## config.mk

```make
export PLATFORM = sky130hd
export DESIGN_NAME = system_reset_sequencer
export DESIGN_NICKNAME = d
export VERILOG_FILES = /design/src/reset_seq_pkg.sv /design/src/sync_2ff.sv /design/src/system_reset_sequencer.sv
export SDC_FILE = /design/constraint.sdc
export NUM_CORES = 1
export LEC_CHECK = 0
export ABC_AREA = 1
export BUFFER_PORTS_ARGS = -buffer_cell sky130_fd_sc_hd__buf_2
export CAP_MARGIN = 20
export CELL_PAD_IN_SITES_DETAIL_PLACEMENT = 1
export CELL_PAD_IN_SITES_GLOBAL_PLACEMENT = 2
export CORE_MARGIN = 2
export CORE_UTILIZATION = 24
export CTS_BUF_LIST = sky130_fd_sc_hd__clkbuf_8 sky130_fd_sc_hd__clkbuf_16
export DETAILED_ROUTE_END_ITERATION = 10
export PLACE_DENSITY = 0.9
export SLEW_MARGIN = 20
export SYNTH_ARGS = -nofsm -noshare
export SYNTH_HDL_FRONTEND = slang
export SYNTH_SLANG_ARGS = --single-unit
```

## constraint.sdc

```tcl
create_clock -name clk -period 4.2 [get_ports clk]
set_input_delay 0.21 -clock clk [delete_from_list [all_inputs] [get_ports clk]]
set_output_delay 0.21 -clock clk [all_outputs]
set_load 0.005 [all_outputs]
```

## src/reset_seq_pkg.sv

```systemverilog
package reset_seq_pkg;

    // Length of the internal reset procedure in clock cycles
    localparam int RESET_CYCLES_DEFAULT = 16;

    // Watchdog timing: one state per clock, watchdog ticks at clock / 2
    localparam int WDT_OVF_STATES  = 131072;
    localparam int STATE_CLKS      = 1;
    localparam int WDT_OVF_CYCLES  = WDT_OVF_STATES * STATE_CLKS;
    localparam int WDT_PRESCALE    = 2;
    localparam logic [7:0] WDT_RELOAD = 8'h00;

    // Restart point after reset
    localparam logic [15:0] FETCH_ADDR_RESET = 16'h0000;
    localparam logic [1:0]  FETCH_SEG_RESET  = 2'h0;

    // Special function register defaults
    localparam logic [9:0]  DATA_PAGE_PTR_0_RESET  = 10'h000;
    localparam logic [9:0]  DATA_PAGE_PTR_1_RESET  = 10'h001;
    localparam logic [9:0]  DATA_PAGE_PTR_2_RESET  = 10'h002;
    localparam logic [9:0]  DATA_PAGE_PTR_3_RESET  = 10'h003;
    localparam logic [15:0] CP_RESET    = 16'hFC00;
    localparam logic [15:0] SP_RESET    = 16'hFC00;
    localparam logic [15:0] STACK_UNDERFLOW_LIMIT_RESET = 16'hFC00;
    localparam logic [15:0] STACK_OVERFLOW_LIMIT_RESET = 16'hFA00;
    localparam logic [15:0] SYSTEM_CONFIG_REG_BASE = 16'h0000;
    localparam logic [15:0] WDT_CONTROL_REG_RESET = 16'h0000;

    // Field positions
    localparam int SYSTEM_CONFIG_REG_BTYP_POS  = 6;
    localparam int SYSTEM_CONFIG_REG_ROM_ENABLE_BIT_POS = 10;
    localparam int WDT_CONTROL_REG_FLAG_POS  = 1;
    localparam int WDT_CONTROL_REG_RELOAD_POS = 8;

    // Bus type code of single-chip mode
    localparam logic [1:0] BUS_SINGLE_CHIP = 2'h0;

    typedef enum logic [1:0] {
        ST_RUN      = 2'b00,
        ST_WAIT_RAM = 2'b01,
        ST_INTERNAL = 2'b10,
        ST_HOLD_PIN = 2'b11
    } seq_state_e;

    typedef enum logic [1:0] {
        CAUSE_HW  = 2'b00,
        CAUSE_SW  = 2'b01,
        CAUSE_WDT = 2'b10
    } reset_cause_e;

    typedef struct packed {
        logic [9:0]  data_page_ptr_0;
        logic [9:0]  data_page_ptr_1;
        logic [9:0]  data_page_ptr_2;
        logic [9:0]  data_page_ptr_3;
        logic [15:0] cp;
        logic [15:0] sp;
        logic [15:0] stack_overflow_limit;
        logic [15:0] stack_underflow_limit;
        logic [15:0] system_config_reg;
    } sfr_defaults_s;

    typedef struct packed {
        logic [1:0]  seg;
        logic [15:0] addr;
    } fetch_target_s;

endpackage : reset_seq_pkg

```

## src/sync_2ff.sv

```systemverilog
`timescale 1ns/1ps

// Two-stage level synchroniser; the first stage feeds only the second
module sync_2ff #(
    parameter logic RESET_VAL = 1'b1
) (
    input  wire logic clk,
    input  wire logic rst_n,
    input  wire logic d,
    output logic      q
);

    logic stage1;

    // Shift the level through two flops
    always_ff @(posedge clk) begin
        if (!rst_n) begin
            stage1 <= RESET_VAL;
            q      <= RESET_VAL;
        end else begin
            stage1 <= d;
            q      <= stage1;
        end
    end

endmodule : sync_2ff

```

## src/system_reset_sequencer.sv

```systemverilog
`timescale 1ns/1ps

// What this block does
// - Pin, software or watchdog start internal reset
// - Reset start aborts bus cycles and holds
// - Pending internal RAM write finishes first
// - Restart fetching at 0000h, segment zero
// - Reset output low after any reset
// - Reset output released by end-of-init
// - Registers zero except listed nonzero defaults
// - Reset never touches internal RAM contents
// - Data page pointers load pages 0..3
// - Watchdog runs after reset, overflows 131072 states
// - Watchdog-caused reset sets watchdog reset flag
// - Hardware reset or service clears flag
// - Watchdog disable only before service or end-init
// - Bus type sampled from pins; ROM enable
// - Stack and context pointers load fixed defaults
module system_reset_sequencer
    import reset_seq_pkg::*;
#(
    parameter int RESET_CYCLES   = RESET_CYCLES_DEFAULT,
    parameter int WDT_OVF_CYCLES = reset_seq_pkg::WDT_OVF_CYCLES
) (
    input  wire logic     clk,
    input  wire logic     rst_n,
    input  wire logic     hw_reset_in_n,
    input  wire logic     software_reset_instr,
    input  wire logic     wdt_service_instr,
    input  wire logic     wdt_disable_instr,
    input  wire logic     end_init_instr,
    input  wire logic     ram_write_busy,
    input  wire logic     bus_cfg_pin_0,
    input  wire logic     bus_cfg_pin_1,
    output logic          reset_out_n,
    output logic          core_reset,
    output logic          abort_bus,
    output logic          sfr_load,
    output sfr_defaults_s sfr_defaults,
    output logic          fetch_start,
    output fetch_target_s fetch_target,
    output logic [15:0]   wdt_control_reg,
    output logic          wdt_running,
    output logic          wdt_disable_window
);

    localparam int WDT_TICKS = WDT_OVF_CYCLES / WDT_PRESCALE;
    localparam int RCW       = $clog2(RESET_CYCLES + 1);
    localparam int WCW       = $clog2(WDT_TICKS);
    localparam logic [RCW-1:0] RESET_LAST = RCW'(RESET_CYCLES - 1);
    localparam logic [WCW-1:0] WDT_LAST   = WCW'(WDT_TICKS - 1);
    localparam logic [WCW-1:0] WDT_START  = WCW'(WDT_RELOAD);

    // Refuse parameters the counters cannot serve
    generate
        if (RESET_CYCLES < 1 || WDT_TICKS < 2 || (WDT_OVF_CYCLES % WDT_PRESCALE) != 0) begin : g_bad
            $error("system_reset_sequencer: unsupported parameter values");
        end
    endgenerate

    seq_state_e     state;
    seq_state_e     next_state;
    reset_cause_e   cause;
    reset_cause_e   next_cause;
    logic [RCW-1:0] reset_cnt;
    logic           presc;
    logic [WCW-1:0] wdt_count;
    logic           pin_sync;
    logic           flag;

    // Reset pin level into the clock domain; reads as asserted until seen high,
    // so a pin still low at power-up never lets the sequencer slip into a run
    sync_2ff #(.RESET_VAL(1'b0)) u_pin_sync (
        .clk   (clk),
        .rst_n (rst_n),
        .d     (hw_reset_in_n),
        .q     (pin_sync)
    );

    // Source decode; the pin is expected low long enough
    wire logic hw_low       = !pin_sync;
    wire logic running      = (state == ST_RUN);
    wire logic sw_req       = running && software_reset_instr;
    wire logic wdt_overflow = running && wdt_running && presc && (wdt_count == WDT_LAST);
    wire logic reset_req    = running && (hw_low || sw_req || wdt_overflow);
    wire logic internal_end = (state == ST_INTERNAL) && (reset_cnt == '0);
    wire logic completing   = !running && (next_state == ST_RUN);
    wire logic serviced     = running && wdt_service_instr && !reset_req;
    wire logic disable_ok   = running && wdt_disable_instr && wdt_disable_window && !reset_req;
    wire logic [1:0] bus_cfg = {bus_cfg_pin_1, bus_cfg_pin_0};

    // Reset sequence state transitions
    always_comb begin
        next_state = state;
        unique case (state)
            ST_RUN: begin
                if (reset_req) begin
                    // A RAM write in flight is allowed to land first
                    next_state = ram_write_busy ? ST_WAIT_RAM : ST_INTERNAL;
                end
            end
            ST_WAIT_RAM: begin
                if (!ram_write_busy) begin
                    next_state = ST_INTERNAL;
                end
            end
            ST_INTERNAL: begin
                if (reset_cnt == '0) begin
                    next_state = hw_low ? ST_HOLD_PIN : ST_RUN;
                end
            end
            ST_HOLD_PIN: begin
                if (!hw_low) begin
                    next_state = ST_RUN;
                end
            end
        endcase
    end

    // Cause of the reset in progress; the pin outranks the others
    always_comb begin
        next_cause = cause;
        if (hw_low && (reset_req || !running)) begin
            next_cause = CAUSE_HW;
        end else if (wdt_overflow) begin
            next_cause = CAUSE_WDT;
        end else if (sw_req) begin
            next_cause = CAUSE_SW;
        end
    end

    // Watchdog flag: overflow sets it, pin or service clears it
    wire logic next_flag = (wdt_overflow && !hw_low) ? 1'b1 :
                           (hw_low || serviced)      ? 1'b0 : flag;

    // Sequencer registers
    always_ff @(posedge clk) begin
        if (!rst_n) begin
            state     <= ST_INTERNAL;
            cause     <= CAUSE_HW;
            reset_cnt <= RESET_LAST;
        end else begin
            state     <= next_state;
            cause     <= next_cause;
            reset_cnt <= (next_state == ST_INTERNAL && state != ST_INTERNAL) ? RESET_LAST :
                         (state == ST_INTERNAL && reset_cnt != '0) ? reset_cnt - 1'b1 :
                         reset_cnt;
        end
    end

    // Core hold, bus abort and reset output; internal RAM has no port here
    always_ff @(posedge clk) begin
        if (!rst_n) begin
            core_reset  <= 1'b1;
            abort_bus   <= 1'b1;
            reset_out_n <= 1'b0;
        end else begin
            core_reset <= (next_state != ST_RUN);
            abort_bus  <= (next_state != ST_RUN);
            if (next_state != ST_RUN) begin
                reset_out_n <= 1'b0;
            end else if (running && end_init_instr) begin
                reset_out_n <= 1'b1;
            end
        end
    end

    // Register defaults at the end of internal reset
    always_ff @(posedge clk) begin
        if (!rst_n) begin
            sfr_load     <= 1'b0;
            sfr_defaults <= '0;
        end else begin
            sfr_load <= internal_end;
            if (internal_end) begin
                sfr_defaults.data_page_ptr_0  <= DATA_PAGE_PTR_0_RESET;
                sfr_defaults.data_page_ptr_1  <= DATA_PAGE_PTR_1_RESET;
                sfr_defaults.data_page_ptr_2  <= DATA_PAGE_PTR_2_RESET;
                sfr_defaults.data_page_ptr_3  <= DATA_PAGE_PTR_3_RESET;
                sfr_defaults.cp    <= CP_RESET;
                sfr_defaults.sp    <= SP_RESET;
                sfr_defaults.stack_overflow_limit <= STACK_OVERFLOW_LIMIT_RESET;
                sfr_defaults.stack_underflow_limit <= STACK_UNDERFLOW_LIMIT_RESET;
                sfr_defaults.system_config_reg <= SYSTEM_CONFIG_REG_BASE;
                sfr_defaults.system_config_reg[SYSTEM_CONFIG_REG_BTYP_POS +: 2] <= bus_cfg;
                sfr_defaults.system_config_reg[SYSTEM_CONFIG_REG_ROM_ENABLE_BIT_POS] <= (bus_cfg == BUS_SINGLE_CHIP);
            end
        end
    end

    // Branch to location zero once reset is over
    always_ff @(posedge clk) begin
        if (!rst_n) begin
            fetch_start  <= 1'b0;
            fetch_target <= '0;
        end else begin
            fetch_start      <= completing;
            fetch_target.seg  <= FETCH_SEG_RESET;
            fetch_target.addr <= FETCH_ADDR_RESET;
        end
    end

    // Watchdog enable and disable window
    always_ff @(posedge clk) begin
        if (!rst_n) begin
            wdt_running        <= 1'b0;
            wdt_disable_window <= 1'b0;
        end else if (completing) begin
            wdt_running        <= 1'b1;
            wdt_disable_window <= 1'b1;
        end else if (!running || reset_req) begin
            wdt_running        <= 1'b0;
            wdt_disable_window <= 1'b0;
        end else begin
            if (disable_ok) begin
                wdt_running <= 1'b0;
            end
            if (wdt_service_instr || end_init_instr) begin
                wdt_disable_window <= 1'b0;
            end
        end
    end

    // Watchdog counter at half clock rate, reloaded on service
    always_ff @(posedge clk) begin
        if (!rst_n) begin
            presc     <= 1'b0;
            wdt_count <= WDT_START;
        end else if (completing || serviced || !running) begin
            presc     <= 1'b0;
            wdt_count <= WDT_START;
        end else if (wdt_running) begin
            presc <= !presc;
            if (presc) begin
                wdt_count <= wdt_count + 1'b1;
            end
        end
    end

    // Watchdog control word with the reset cause flag
    always_ff @(posedge clk) begin
        if (!rst_n) begin
            flag            <= 1'b0;
            wdt_control_reg <= WDT_CONTROL_REG_RESET;
        end else begin
            flag            <= next_flag;
            wdt_control_reg <= WDT_CONTROL_REG_RESET;
            wdt_control_reg[WDT_CONTROL_REG_RELOAD_POS +: 8] <= WDT_RELOAD;
            wdt_control_reg[WDT_CONTROL_REG_FLAG_POS] <= next_flag;
        end
    end
endmodule : system_reset_sequencer

```

# After elaboration in Yosys (flattened, before gate mapping)

Cells that the tools add are included.

Register bits: 54
Input bits: 10
Word-level logic and storage cells: 81
Output and inout bits: 161

Bitwise gates (word level): 1
Reduce and logical (&&, ||, !) cells: 39
Mux-type cells: 15
Add/sub/neg operators: 2
Eq/ne operators: 6

Operators with widths:

| kind                    | number |
|---|---|
| $add A16 B1 Y16 const B | 1 |
| $eq A16 B16 Y1 const B  | 1 |
| $logic_and A1 B1 Y1     | 16 |
| $mux W2                 | 6 |
| $mux W1                 | 8 |
| $pmux W2 S4             | 1 |
| $logic_or A1 B1 Y1      | 7 |
| $eq A2 B2 Y1 const B    | 3 |
| $logic_not A2 Y1        | 3 |
| $reduce_bool A3 Y1      | 2 |
| $reduce_or A2 Y1        | 3 |
| $logic_not A5 Y1        | 1 |
| $reduce_bool A5 Y1      | 1 |
| $sub A5 B1 Y5 const B   | 1 |
| $logic_not A1 Y1        | 4 |
| $eq A2 B1 Y1 const B    | 1 |
| $ne A2 B2 Y1 const B    | 1 |
| $reduce_and A2 Y1       | 1 |
| $reduce_bool A2 Y1      | 1 |
| $not A1 Y1              | 1 |

# Longest topological paths before layout

Gate-level depths: netlist of run 1.

Depth after elaboration: 13
Depth in mapped cells: 11
Depth with buffers taken out: 11

# Cells and area by module

A second synthesis of run 1 with hierarchy kept.

Cell total of the unflattened synthesis: 358
Area, all modules: 2768.9 µm²

By module, submodules not included:

| module                 | instances | area each (µm²) | cells an instance |
|---|---|---|---|
| system_reset_sequencer | 1         | 2713.9          | 352 |
| sync_2ff               | 1         | 55.1            | 6 |

# Worst setup path before layout of run 1

Ideal clock, no wire load.

Path type: reg-to-reg
From: register wdt_count[0]
To: register reset_cnt[0]
Stages on the path, launching flop included: 11
Buffers on the path: 0
Data required time: 4.083 ns
Slack: 2.783 ns
Data arrival time: 1.300 ns
Library setup time: 0.117 ns
Clock period less this slack: 1.417 ns
Cells stage by stage: dfxtp_1 > ha_1 > nand3_1 > nor2_4 > nand3_2 > nand2_1 > nand3_1 > nand2_1 > nand2_1 > nand2_1 > nand2_1

Longest elaborated chain between the ends: 9

RTL lines:

| element                    | RTL line                      | RTL |
|---|---|---|
| start, declared            | system_reset_sequencer.sv:67  | `logic [WCW-1:0] wdt_count;` |
| start signal, assigned     | system_reset_sequencer.sv:235 | `wdt_count <= wdt_count + 1'b1;` |
| $eq A16 B16 Y1             | system_reset_sequencer.sv:84  | `wire logic wdt_overflow = running && wdt_running && presc && (wdt_count == WDT_LAST);` |
| $logic_and A1 B1 Y1        | system_reset_sequencer.sv:84  |  |
| $logic_or A1 B1 Y1         | system_reset_sequencer.sv:85  | `wire logic reset_req = running && (hw_low \|\| sw_req \|\| wdt_overflow);` |
| $logic_and A1 B1 Y1        | system_reset_sequencer.sv:85  |  |
| $mux W2                    | system_reset_sequencer.sv:97  | `if (reset_req) begin` |
| $pmux W2 S4                | system_reset_sequencer.sv:95  | `unique case (state)` |
| $eq A2 B2 Y1               | system_reset_sequencer.sv:145 | `reset_cnt <= (next_state == ST_INTERNAL && state != ST_INTERNAL) ? RESET_LAST :` |
| $logic_and A1 B1 Y1        | system_reset_sequencer.sv:145 |  |
| $reduce_or A2 Y1 (no line) | --                            |  |
| end signal, assigned       | system_reset_sequencer.sv:145 |  |
| end, declared              | system_reset_sequencer.sv:65  | `logic [RCW-1:0] reset_cnt;` |

No other way between the ends.
A chain may end at the register's enable or synchronous reset.

# Final worst setup path of run 1

From: register wdt_count[1]
To: register wdt_count[5]

Longest elaborated chain between the ends: 11

RTL lines:

| element                          | RTL line                      | RTL |
|---|---|---|
| $eq A16 B16 Y1                   | system_reset_sequencer.sv:84  |  |
| $logic_and A1 B1 Y1              | system_reset_sequencer.sv:84  |  |
| $logic_or A1 B1 Y1               | system_reset_sequencer.sv:85  |  |
| $logic_and A1 B1 Y1              | system_reset_sequencer.sv:85  |  |
| $mux W2                          | system_reset_sequencer.sv:97  |  |
| $pmux W2 S4                      | system_reset_sequencer.sv:95  |  |
| $logic_not A2 Y1                 | system_reset_sequencer.sv:87  | `wire logic completing = !running && (next_state == ST_RUN);` |
| $logic_and A1 B1 Y1              | system_reset_sequencer.sv:87  |  |
| $logic_or A1 B1 Y1 (2 in series) | system_reset_sequencer.sv:229 | `end else if (completing \|\| serviced \|\| !running) begin` |
| $reduce_or A2 Y1 (no line)       | --                            |  |

Several ways; a longest one is shown, not always the timed one.

==> results, run 1 <==
- Input and output buffers added on the ports amount to 48.
- The number of global-route vias before repair is 1,672.
- Row generation in the floorplan step produced 39 rows.
- The routed design could run at a clock period as short as 1780 ps.
- The number of gates resized after CTS was 0.
- The post-route DRC violation count is 0.
- The detailed placement HPWL is 3.85 mm.
- The number of I/O pins is 171.
- The register bit total from synthesis is 37.
- The worst setup path is captured at a flip-flop.
- The routed design has 4.77 mm of wire.
- The critical path goes through ha_1 -> nand3_1 -> nor2_4 -> nand3_2 -> nand4_1 -> nand3_2 -> nor3b_1.
- After synthesis, the share of cell area in mux cells is 0%.
- The number of failing setup endpoints in the final timing report is 0.
- Relative to the synthesized area, the layout overhead comes to -4.83%.
- The fraction of synthesis flops using an asynchronous set or reset pin is 0%.
- The type of the worst setup path is flip-flop to flip-flop.
- The first detailed-routing pass took 4 iterations.
- Setup repair after global routing left no endpoint under its margin.
- At the later pin of the worst-skew pair, clock insertion delay measures 280 ps.
- The final critical path takes up 42.4% of the cycle.
- The worst relative slew slack is 55.8%.
- The final layout net count is 394.
- The peak clock frequency supported by timing is 0.561 GHz.
- The first-pass GRT wire length is 7.41 mm.
- The maximum number of pins on one net before global-route repair is 30.
- The number of warning messages in the yosys log is 0.
- The most numerous cell type found on the critical path is sky130_fd_sc_hd__nand3_2.
- The number of antenna violations at the first check in global routing is 0.
- The top fanout value on the critical path is 17.
- In this run the static leakage power is 1.35 nW.
- The final hold violation count is 0.
- The detail-routed via count per cell is 3.43.
- Counting buffers and inverters, the worst setup path is 7 cells deep.
- TritonCTS built the clock tree.
- In this design, the stage delay of the slowest critical-path cell is 370 ps.
- After synthesis the cells add up to 2770 sq um.
- The number of instances in the synthesized netlist is 358.
- In this run the mean area of a mapped cell was 7.73 sq um.
- The total CTS buffers is 5.
- Cells with a size suffix above 1 make up 18.6% of the layout.
- The total die area is 12,400 sq um.
- The total negative slack for setup checks is 0 ps.
- Of the total synthesized cell area, the portion taken by AND, OR, NAND and NOR gates is 17.9%.
- The number of different library cells used by synthesis comes to 33.
- The number of max-slew violations in the final report is 0.
- For the pin with the worst max-slew slack, the measured transition is 662 ps.
- In this run the worst hold path is classified as input port to flip-flop.
- Across the VDD grid, the largest voltage drop is 0.118 mV.
- The initial utilization of the core area, before any placement, comes to 24.5%.
- Among all flip-flop cells after synthesis, the most frequent one is sky130_fd_sc_hd__dfxtp_1.
- The xor/xnor cell area share of the yosys netlist is 4.43%.
- After detailed routing, the average wire length per cell comes to 9.10 microns.
- The worst hold path depth is 3.
- The synthesized design contains 0 enable-type register cells.
- Counting every sink on the clock net gives 37.
- From bottom edge to top edge, the die measures 111 microns.
- The worst clock skew is 4.92 ps.
- The clock passes through at most 2 buffers.
- The DRC marker count from the first detailed-route iteration is 18.
- The data required time of the worst path is 4400 ps.
- The clock transition at the registers of the reported paths is 50 ps.
- Including well taps, the total number of placed cells is 517.
- After synthesis, the largest family of logic cells by area is buffers and inverters.
- Global routing consumed, over all layers together, 7.18% of the routing resources.
- In this design, the largest share of critical-path delay is due to simple AND/OR/NAND/NOR gates.
- The post-cts hold buffer count is 0.
- The post-layout instance count excluding filler cells is 524.
- The area of the core is 11,300 sq um.
- The worst setup path is launched from a flip-flop.
- At the worst endpoint, the arrival time is 1980 ps.
- The tool flagged a number of max-cap violations equal to 0.
- The sequential element share of the synthesized area is 26.8%.
- The total via count in the routed design is 1,799.
- The number of antenna diodes in the final layout is 0.
- The flow ran to the end, and the final reports show no timing, DRC or antenna violations.
- The number of buffers and inverters on the critical path is 0.
- The reg2reg setup slack is 2420 ps.
- The number of setup buffers added after CTS is 0.
- Summing the areas of all compound-gate instances in the mapped netlist gives 4.20% of the synthesized area.
- The power per standard cell area is 291 nW/um^2.
- The count of nets left with antenna violations once routing finished came out at 0.
- The H-tree was split into 2 levels.
- The adder and majority cell fraction of the synthesized area is 1.36%.
- For this run the aggregate overflow at the end of global routing stands at 0.
- The die is 111 microns wide.
- At the end of routability-driven placement, the weighted congestion stood at 0.745.
- The slowest stage of the critical path is the sky130_fd_sc_hd__dfxtp_1 cell.
- The count of cells along the worst register-to-register path is 7.
- Clock tree synthesis selected as its root buffer the cell sky130_fd_sc_hd__clkbuf_16.
[worst reg2reg max path: stages (launching register included)]
cell                      delay [ps]
sky130_fd_sc_hd__dfxtp_1         370
sky130_fd_sc_hd__ha_1            190
sky130_fd_sc_hd__nand3_1         150
sky130_fd_sc_hd__nor2_4          160
sky130_fd_sc_hd__nand3_2         110
sky130_fd_sc_hd__nand4_1         120
sky130_fd_sc_hd__nand3_2         320
sky130_fd_sc_hd__nor3b_1         280
[layer usage]
metal / routed length, microns / GRT usage (%) / vias to the layer above
met2: 2470 / 13.2 / 88
met3: 394 / 1.63 / 8
met4: 104 / 3.70 / 0
met1: 1800 / 7.69 / 824
met5: 0 / 0 / -
li1: - / - / 879
[synth_stat cells, types with 2 or more instances]
cell type	number	area share, %
sky130_fd_sc_hd__a21oi_1	12	2.2
sky130_fd_sc_hd__buf_4	151	41
sky130_fd_sc_hd__dfxtp_1	37	27
sky130_fd_sc_hd__ha_1	3	1.4
sky130_fd_sc_hd__inv_1	25	3.4
sky130_fd_sc_hd__nand2_1	38	5.2
sky130_fd_sc_hd__nand2_2	2	0.45
sky130_fd_sc_hd__nand3_1	10	1.8
sky130_fd_sc_hd__nand3_2	2	0.72
sky130_fd_sc_hd__nand3b_1	4	1.1
sky130_fd_sc_hd__nand4_1	2	0.45
sky130_fd_sc_hd__nor2_1	27	3.7
sky130_fd_sc_hd__nor2_2	6	1.4
sky130_fd_sc_hd__nor2_4	3	1.2
sky130_fd_sc_hd__nor3_1	5	0.90
sky130_fd_sc_hd__o211ai_1	2	0.54
sky130_fd_sc_hd__xnor2_1	3	0.95
sky130_fd_sc_hd__xor2_1	11	3.5
[final timing paths]
| path | to | startpoint |
|---|---|---|
| setup / recovery | wdt_count[5]$_SDFFE_PP0P_ | wdt_count[1]$_SDFFE_PP0P_ |
| hold / removal | u_pin_sync.stage1$_SDFF_PN0_ | hw_reset_in_n |
| setup reg to reg | wdt_count[5]$_SDFFE_PP0P_ | wdt_count[1]$_SDFFE_PP0P_ |
| hold reg to reg | u_pin_sync.q$_SDFF_PN0_ | u_pin_sync.stage1$_SDFF_PN0_ |
[layout make-up]
| type | instances | area [sq um] |
|---|---|---|
| inverters | 27 | 103 |
| well taps | 143 | 179 |
| fillers | 1454 | 8690 |
| clock buffers | 6 | 139 |
| multi-input cells | 262 | 1230 |
| repair buffers | 48 | 240 |
| clock inverters | 1 | 3.75 |
| flip-flops and latches | 37 | 741 |
[registers in the layout, summed over array words and instances, names as in the netlist, 2 cells and up]
name          count
reset_cnt         5
sfr_defaults      4
state             2
wdt_count        16
[stage by stage]
stage / power, mW / setup WS (ps) / area (sq um) / hold WS (ps) / util [%]
after floorplan: 0.482 / 2780 / 3220 / 308 / -
after global placement: 0.407 / 2520 / 2490 / 402 / 22.0
after detailed placement: 0.408 / 2460 / 2490 / 401 / 22.0
after CTS: 0.774 / 2410 / 2640 / 130 / 23.3
after global routing: 0.797 / 2190 / 2640 / 151 / 23.3
final: 0.767 / 2420 / 2640 / 131 / 23.3
[cell families after synthesis]
family	count (synthesis)
flip-flops	37
other	1
AND/OR/NAND/NOR	103
adder cells (fa/ha/maj)	3
XOR/XNOR	14
AO/OA/AOI/OAI	20
buffers and inverters	180
[report_power, final]
part	internal, mW	total (mW)	switching, mW
clock network	0.230	0.363	0.132
registers	0.355	0.357	0.00217
logic	0.00809	0.0475	0.0394
[cell usage in the layout (no fill, tap or decap), types with 2 or more instances in the layout]
| cell | count |
|---|---|
| sky130_fd_sc_hd__nand2_2 | 2 |
| sky130_fd_sc_hd__conb_1 | 122 |
| sky130_fd_sc_hd__buf_2 | 48 |
| sky130_fd_sc_hd__nand3_2 | 2 |
| sky130_fd_sc_hd__o211ai_1 | 2 |
| sky130_fd_sc_hd__nand2_1 | 38 |
| sky130_fd_sc_hd__xor2_1 | 11 |
| sky130_fd_sc_hd__clkbuf_16 | 5 |
| sky130_fd_sc_hd__nor3_1 | 5 |
| sky130_fd_sc_hd__nand3_1 | 10 |
| sky130_fd_sc_hd__inv_1 | 26 |
| sky130_fd_sc_hd__nor2_4 | 3 |
| sky130_fd_sc_hd__dfxtp_1 | 37 |
| sky130_fd_sc_hd__ha_1 | 3 |
| sky130_fd_sc_hd__xnor2_1 | 3 |
| sky130_fd_sc_hd__nand4_1 | 2 |
| sky130_fd_sc_hd__nor2_1 | 27 |
| sky130_fd_sc_hd__a21oi_1 | 12 |
| sky130_fd_sc_hd__nand3b_1 | 4 |
| sky130_fd_sc_hd__nor2_2 | 6 |
(Power assumes the default switching activity.)
==> run 2, diff against run 1 <==
- CORE_UTILIZATION: 24 -> 22
- PLACE_DENSITY: 0.9 -> 0.83
- clock period: 4.2 -> 1.85 ns (I/O delays scaled with it)
==> run 2 against run 1 <==
Global-route usage is 1.2 points lower. Core utilization is 1.1 points lower. Clock skew hardly changed. First-iteration DRC count is 100% higher. Final cell count is 5.5% higher. Via count is 0.67% lower. Die area is 8.8% higher. Hold slack worse by 130 ps. Wire length is 0.67% lower. Sequential power is 130% higher. Non-clock buffer count is 2 higher. Power is 140% higher. Largest power group unchanged.
==> results, run 2 (synthesis gave the netlist of run 1 again) <==
- The overall fraction of global-route tracks in use was 5.98% (-1.2 points).
- The leading cell type in the layout, fill and taps excluded is sky130_fd_sc_hd__conb_1.
- The detail-routed via count per cell is 3.23 (-5.9%).
- The power per standard cell area is 668 nW/um^2 (+130%).
- The destination of the critical timing path is reset_cnt[1]$_SDFFE_PP1P_.
- The top fanout value on the critical path is 4 (-13).
- The register with the most flip-flops is wdt_count.
- The worst relative slew slack is 57.9% (+2.1 points).
- The number of iterations in the first detailed-routing pass is 4 (unchanged).
- The weighted congestion reported at the end of routability-driven placement came to 0.748 (+0.46%).
- The clock transition at the registers of the reported paths is 60 ps (about the same).
- In this design, the critical path's most frequently occurring cell is sky130_fd_sc_hd__nand2_1.
- The type of the worst setup path is flip-flop to flip-flop.
- The multi-input logic area came to 1230 sq um (+0.20%).
- The post-route DRC violation count is 0 (unchanged).
- The largest registers in the layout are wdt_count (16), reset_cnt (5), sfr_defaults (4).
- The flow ran to the end, and the final reports show no timing, DRC or antenna violations.
- The number of global-route vias before repair is 1,500 (-10%).
- The placement-stage cell area came to 2540 sq um (+1.9%).
- The final hold violation count came to 0 (unchanged).
- STA classifies the critical path startpoint as a flip-flop.
- The post-cts hold buffer count was 0 (unchanged).
- Tracing the worst setup path back leads to its startpoint at wdt_count[0]$_SDFFE_PP0P_.
- The share of the clock period used by the worst path is 89.7% (+47 points).
- The share of cells above drive strength 1 came to 19.8% (+1.2 points).
- The clock latency on the worst-skew pair is 280 ps (about the same).
- The worst clock skew is 4.72 ps (-0.209 ps).
- The beginning of the worst register-to-register path is wdt_count[0]$_SDFFE_PP0P_.
- The top cell family by delay on the critical path is simple AND/OR/NAND/NOR gates.
- The total of fill cells in the finished design is 1,543 (+6.1%).
- The tightest min-delay check is of the input port to flip-flop type.
- The area growth from synthesis to layout is -2.44%.
- The largest stage delay on the critical path is 360 ps (about the same).
- The final non-filler cell area is 2700 sq um (+2.5%).
- The clock root buffer master is sky130_fd_sc_hd__clkbuf_16.
- In the layout the commonest cells are sky130_fd_sc_hd__conb_1, sky130_fd_sc_hd__buf_2, sky130_fd_sc_hd__nand2_1, sky130_fd_sc_hd__dfxtp_1, sky130_fd_sc_hd__nor2_1.
- The final critical delay including setup and external delays is 1660 ps (-123 ps).
- The width of the die is 116 microns (+4.3%).
- Walking the worst path, the cells encountered are ha_1 -> nand3_1 -> nor2_4 -> nand3_2 -> nand2_1 -> nand3_1 -> nand2_1 -> nand2_1 -> nand2_2 -> nand2_1.
- The total CTS buffers is 5 (unchanged).
- The total grt overflow was 0 (unchanged).
- The total die area is 13,500 sq um (+8.8%).
- The number of input and output port buffers inserted is 48 (unchanged).
- The total via count in the routed design is 1,787 (-0.67%).
- The worst voltage drop across the vdd grid is 0.331 mV (+180%).
- The number of cells on the critical path is 10 (+3).
- The count of cells along the worst register-to-register path is 10 (+3).
- The CTS tree is built.
- The data arrival time of the worst path was 1830 ps (-150 ps).
- The number of I/O pins is 171 (unchanged).
- The total number of placement rows is 40 (+2.6%).
- The number of max-cap violations is 0 (unchanged).
- The number of failing setup endpoints in the final timing report is 0 (unchanged).
- The sink count of the clock tree was 37 (unchanged).
- The endpoint of the worst register-to-register path is reset_cnt[1]$_SDFFE_PP1P_.
- The routed metal-1 wire length is 1.86 mm (+3.7%).
- The slew at the pin closest to its max-slew limit is 630 ps (-31.3 ps).
- The final layout net count is 396 (+0.51%).
- The area of the core is 12,200 sq um (+7.4%).
- The DRC marker count from the first detailed-route iteration is 36 (+18).
- The sum of met3 wire segment lengths after detailed routing is 392 microns (-0.51%).
- The final core area utilization is 22.2% (-1.1 points).
- The data required time of the worst path came to 2020 ps (-2380 ps).
- The maximum number of pins on one net before global-route repair came to 30 (unchanged).
- The first-pass GRT wire length came to 6.63 mm (-11%).
- The slowest stage cell on the critical path is sky130_fd_sc_hd__dfxtp_1.
- The height of the chip came to 116 microns (+4.3%).
- The total routed wirelength is 4.74 mm (-0.67%).
- The area of all sequential standard cells is 741 sq um (unchanged).
- The number of nets with antenna violations after routing is 0 (unchanged).
- The number of antenna violations at the first check in global routing is 1 (+1).
- The sum of met2 wire segment lengths after detailed routing came to 2.38 mm (-3.8%).
- The worst setup path is captured at a flip-flop.
- The number of max-slew violations in the final report came to 0 (unchanged).
- The total buffers and inverters traversed by the critical path came to 0 (unchanged).
- The reg2reg setup slack came to 190 ps (-2230 ps).
- The flip-flop count of the largest register, all copies and words added is 16 (unchanged).
- The number of buffers on the longest clock path is 2 (unchanged).
- The peak clock frequency supported by timing is 0.603 GHz (+7.4%).
- The H-tree level count is 2 (unchanged).
- The detailed placement HPWL is 3.90 mm (+1.2%).
- The starting utilization of the core area was 22.8% (-1.7 points).
- The power after layout is 1.81 mW (+140%).
- After detailed routing, no signal wire sits above met4.
- The static power due to leakage was 1.36 nW (+1.1%).
- The routed length per placed instance is 8.56 microns (-5.9%).
-- run 2: stage by stage --
step	TNS, ps	setup slack [ps]	instances	hold WS (ps)
floorplan	0	433	479	190
global placement	0	292	544	283
detailed placement	0	198	544	293
CTS	0	171	552	8.17
global route	-6.13	-6.13	552	25.5
finish	0	190	553	3.21
-- run 2: timing repair --
item | CTS | global route
setup endpoints to repair | 0 | 4
setup buffers | 0 | 0
gates resized for setup | 0 | 1
-- run 2: layout make-up --
| class | count | area share (%) |
|---|---|---|
| Clock buffer | 7 | 5.65 |
| Inverter | 27 | 3.80 |
| Clock inverter | 1 | 0.185 |
| Multi-Input combinational cell | 262 | 45.6 |
| Tap cell | 168 | 7.78 |
| Antenna cell | 1 | 0.0926 |
| Timing Repair Buffer | 50 | 9.45 |
| Sequential cell | 37 | 27.4 |
-- run 2: worst min path at each step --
stage	cells after the start	from	slack [ps]	to
after floorplan	2	hw_reset_in_n	190	u_pin_sync.stage1$_SDFF_PN0_
after global placement	3	hw_reset_in_n	280	u_pin_sync.stage1$_SDFF_PN0_
after detailed placement	3	hw_reset_in_n	290	u_pin_sync.stage1$_SDFF_PN0_
after CTS	3	hw_reset_in_n	8	u_pin_sync.stage1$_SDFF_PN0_
after global routing	3	hw_reset_in_n	30	u_pin_sync.stage1$_SDFF_PN0_
final	3	hw_reset_in_n	3	u_pin_sync.stage1$_SDFF_PN0_
-- run 2: where the power goes --
group / internal (mW) / switching (mW) / total [mW]
clock network: 0.570 / 0.316 / 0.886
logic: 0.0196 / 0.0894 / 0.109
registers: 0.805 / 0.00562 / 0.810
total: 1.39 / 0.411 / 1.81
-- run 2: per-layer routing --
metal,vias to the layer above,global-route usage [%]
li1,884,-
met1,799,6.58
met2,97,11.2
met3,7,0.986
met4,0,2.70
met5,-,0
-- run 2: worst register-to-register path, delay by kind of cell, from the launching register on --
family / cells / cell delay [ps]
flops: 1 / 360
simple gates: 9 / 1000
fa+ha+maj: 1 / 190
==> run 3, diff against run 2 <==
- BUFFER_PORTS_ARGS: -buffer_cell sky130_fd_sc_hd__buf_2 -> -buffer_cell sky130_fd_sc_hd__buf_4
==> run 3 against run 2 <==
Critical endpoint unchanged. Largest power group unchanged. Global-route usage up 0.64 points. Clock power rose by 14%. First-iteration DRC count did not move.
==> results, run 3 (synthesis gave the netlist of run 1 again) <==
- The run finished with clean final reports.
- The total negative slack for setup checks is 0 ps (unchanged).
- The width of the die is 116 microns (unchanged).
- Leaving out fill and tap cells, the most frequent cells in the layout are sky130_fd_sc_hd__conb_1, sky130_fd_sc_hd__buf_4, sky130_fd_sc_hd__nand2_1.
- The reg2reg setup slack is 220 ps (+30 ps).
- The total of fill cells in the finished design came to 1,533 (-0.65%).
- Setup repair after global routing left no endpoint under its margin.
- The total CTS buffers is 5 (unchanged).
- The clock transition at the registers of the reported paths is 60 ps (about the same).
- The largest stage delay on the critical path is 360 ps (about the same).
- Leaving out fill and tap cells, the most frequent cell in the layout is sky130_fd_sc_hd__conb_1.
- The total number of placement rows is 40 (unchanged).
- The endpoint of the worst register-to-register path is reset_cnt[1]$_SDFFE_PP1P_.
- The final critical delay including setup and external delays is 1630 ps (-27.3 ps).
- Counting stages on the worst path, the most repeated cell is sky130_fd_sc_hd__nand2_1.
- The number of iterations in the first detailed-routing pass is 4 (unchanged).
- The first-pass GRT wire length is 7.17 mm (+8.1%).
- The final core area utilization came to 23.6% (+1.4 points).
- The data required time of the worst path is 2020 ps (about the same).
- The total buffers and inverters traversed by the critical path came to 0 (unchanged).
- The share of the clock period used by the worst path is 88.2% (-1.5 points).
- The DRC marker count from the first detailed-route iteration is 36 (unchanged).
- The sink count of the clock tree is 37 (unchanged).
- The number of input and output port buffers inserted was 48 (unchanged).
- The number of setup buffers added after CTS came to 0 (unchanged).
- In this run the worst setup path terminates at reset_cnt[1]$_SDFFE_PP1P_.
- The clock latency on the worst-skew pair is 280 ps (about the same).
- The number of nets with antenna violations after routing is 0 (unchanged).
- The register with the most flip-flops is wdt_count.
- The total die area came to 13,500 sq um (unchanged).
- The cell family contributing the most delay on the critical path is simple AND/OR/NAND/NOR gates.
- The total via count in the routed design is 1,809 (+1.2%).
- The power per standard cell area is 673 nW/um^2 (+0.68%).
- The detail-routed via count per cell was 3.26 (+0.87%).
- The number of cells on the critical path is 10 (unchanged).
- The share of cells above drive strength 1 is 20.2% (+0.36 points).
- The category of the worst setup path launch point is a flip-flop.
- The area of the core was 12,200 sq um (unchanged).
- The number of max-cap violations was 0 (unchanged).
- The peak clock frequency supported by timing is 0.613 GHz (+1.7%).
- The CTS tree is built.
- The total grt overflow is 0 (unchanged).
- The weighted congestion reported at the end of routability-driven placement was 0.762 (+1.8%).
- The post-route DRC violation count came to 0 (unchanged).
- The routed length per placed instance came to 8.74 microns (+2.0%).
- The final layout net count is 399 (+0.76%).
- The worst setup path is captured at a flip-flop.
- The number of I/O pins was 171 (unchanged).
- The height of the chip is 116 microns (unchanged).
- The slowest stage cell on the critical path is sky130_fd_sc_hd__dfxtp_1.
- The total routed wirelength is 4.85 mm (+2.4%).
- The critical path goes through ha_1 -> nand3_2 -> nor2_4 -> nand3_2 -> nand2_1 -> nand3_1 -> nand2_1 -> nand2_1 -> nand2_1 -> nand2_1.
- The area added between synthesis and finish is 3.66%.
- The number of global-route vias before repair is 1,614 (+7.6%).
- The data arrival time of the worst path is 1810 ps (-20 ps).
- The flip-flop count of the largest register, all copies and words added is 16 (unchanged).
- The number of antenna cells inserted is 0 (-1).
- The clock root buffer master is sky130_fd_sc_hd__clkbuf_16.
- The maximum number of pins on one net before global-route repair is 21 (-30%).
- The most critical setup path has its startpoint at wdt_count[0]$_SDFFE_PP0P_.
- The overall fraction of global-route tracks in use came to 6.62% (+0.64 points).
- The largest registers in the layout are wdt_count (16), reset_cnt (5), sfr_defaults (4).
- The H-tree level count was 2 (unchanged).
- The count of placed standard cells including taps came to 545 (+0.18%).
- The post-layout instance count excluding filler cells came to 555 (+0.36%).
- The number of max-slew violations in the final report is 0 (unchanged).
- The kind of path behind the tightest hold check is input port to flip-flop.
- The worst clock skew is 3.84 ps (-0.873 ps).
- The number of antenna violations at the first check in global routing was 0 (-1).
- The top fanout value on the critical path is 4 (unchanged).
- The starting utilization of the core area came to 22.8% (unchanged).
- The count of cells along the worst register-to-register path came to 10 (unchanged).
- The number of buffers on the longest clock path is 2 (unchanged).
- The detailed placement HPWL is 3.92 mm (+0.60%).
- The worst setup path is of the flip-flop to flip-flop kind.
- The static power due to leakage was 1.39 nW (+1.8%).
- The worst voltage drop across the vdd grid is 0.236 mV (-29%).
- The final hold violation count is 0 (unchanged).
- The number of failing setup endpoints in the final timing report came to 0 (unchanged).
- In this run the critical register-to-register path is launched from wdt_count[0]$_SDFFE_PP0P_.
==> run 3: metrics by stage <==
step | setup WS [ps] | power (mW) | instance area, sq um | hold slack [ps]
after floorplan | 433 | 1.09 | 3220 | 190
after global placement | 290 | 0.931 | 2670 | 281
after detailed placement | 217 | 0.932 | 2670 | 284
after CTS | 138 | 1.94 | 2850 | 1.26
after global routing | 26.2 | 2.01 | 2870 | 1.16
final | 218 | 1.93 | 2870 | 5.66
==> run 3: report_power, final <==
group	total, mW	switching [mW]	leakage [nW]	internal [mW]
combinational	0.115	0.0886	1.01	0.0260
sequential	0.810	0.00515	0.299	0.805
clock	1.01	0.335	0.0831	0.672
total	1.93	0.428	1.39	1.50
==> run 3: worst min path at each step <==
stage,from,endpoint,cells after the start
2_1_floorplan,hw_reset_in_n,u_pin_sync.stage1$_SDFF_PN0_,2
4_1_cts,bus_cfg_pin_1,sfr_defaults[10]$_SDFFE_PN0P_,2
5_1_grt,bus_cfg_pin_0,sfr_defaults[10]$_SDFFE_PN0P_,2
3_3_place_gp,hw_reset_in_n,u_pin_sync.stage1$_SDFF_PN0_,3
6_report,bus_cfg_pin_0,sfr_defaults[10]$_SDFFE_PN0P_,2
3_5_place_dp,hw_reset_in_n,u_pin_sync.stage1$_SDFF_PN0_,3
==> run 3: cell type report <==
type                       count  area, sq um  share of cell area (%)
tap                          168          210                    7.32
multi-input combinational    262         1240                    43.1
sequential                    37          741                    25.8
clock inverter                 2         37.5                    1.31
timing repair buffer          53          403                    14.0
inverter                      27          103                    3.57
clock buffer                   6          139                    4.84
==> run 3: routing by layer <==
metal  wire (microns)  up-vias  track usage, %
li1                 -      889               -
met1             1870      822            7.10
met2             2550       93            12.4
met3              376        5           0.934
met4               52        0            3.73
met5                0        -               0
==> run 3: repair_timing <==
action                     CTS  global route
hold buffers                 1             1
resized for setup            0             2
hold endpoints to repair     1             1
setup endpoints to repair    0             1
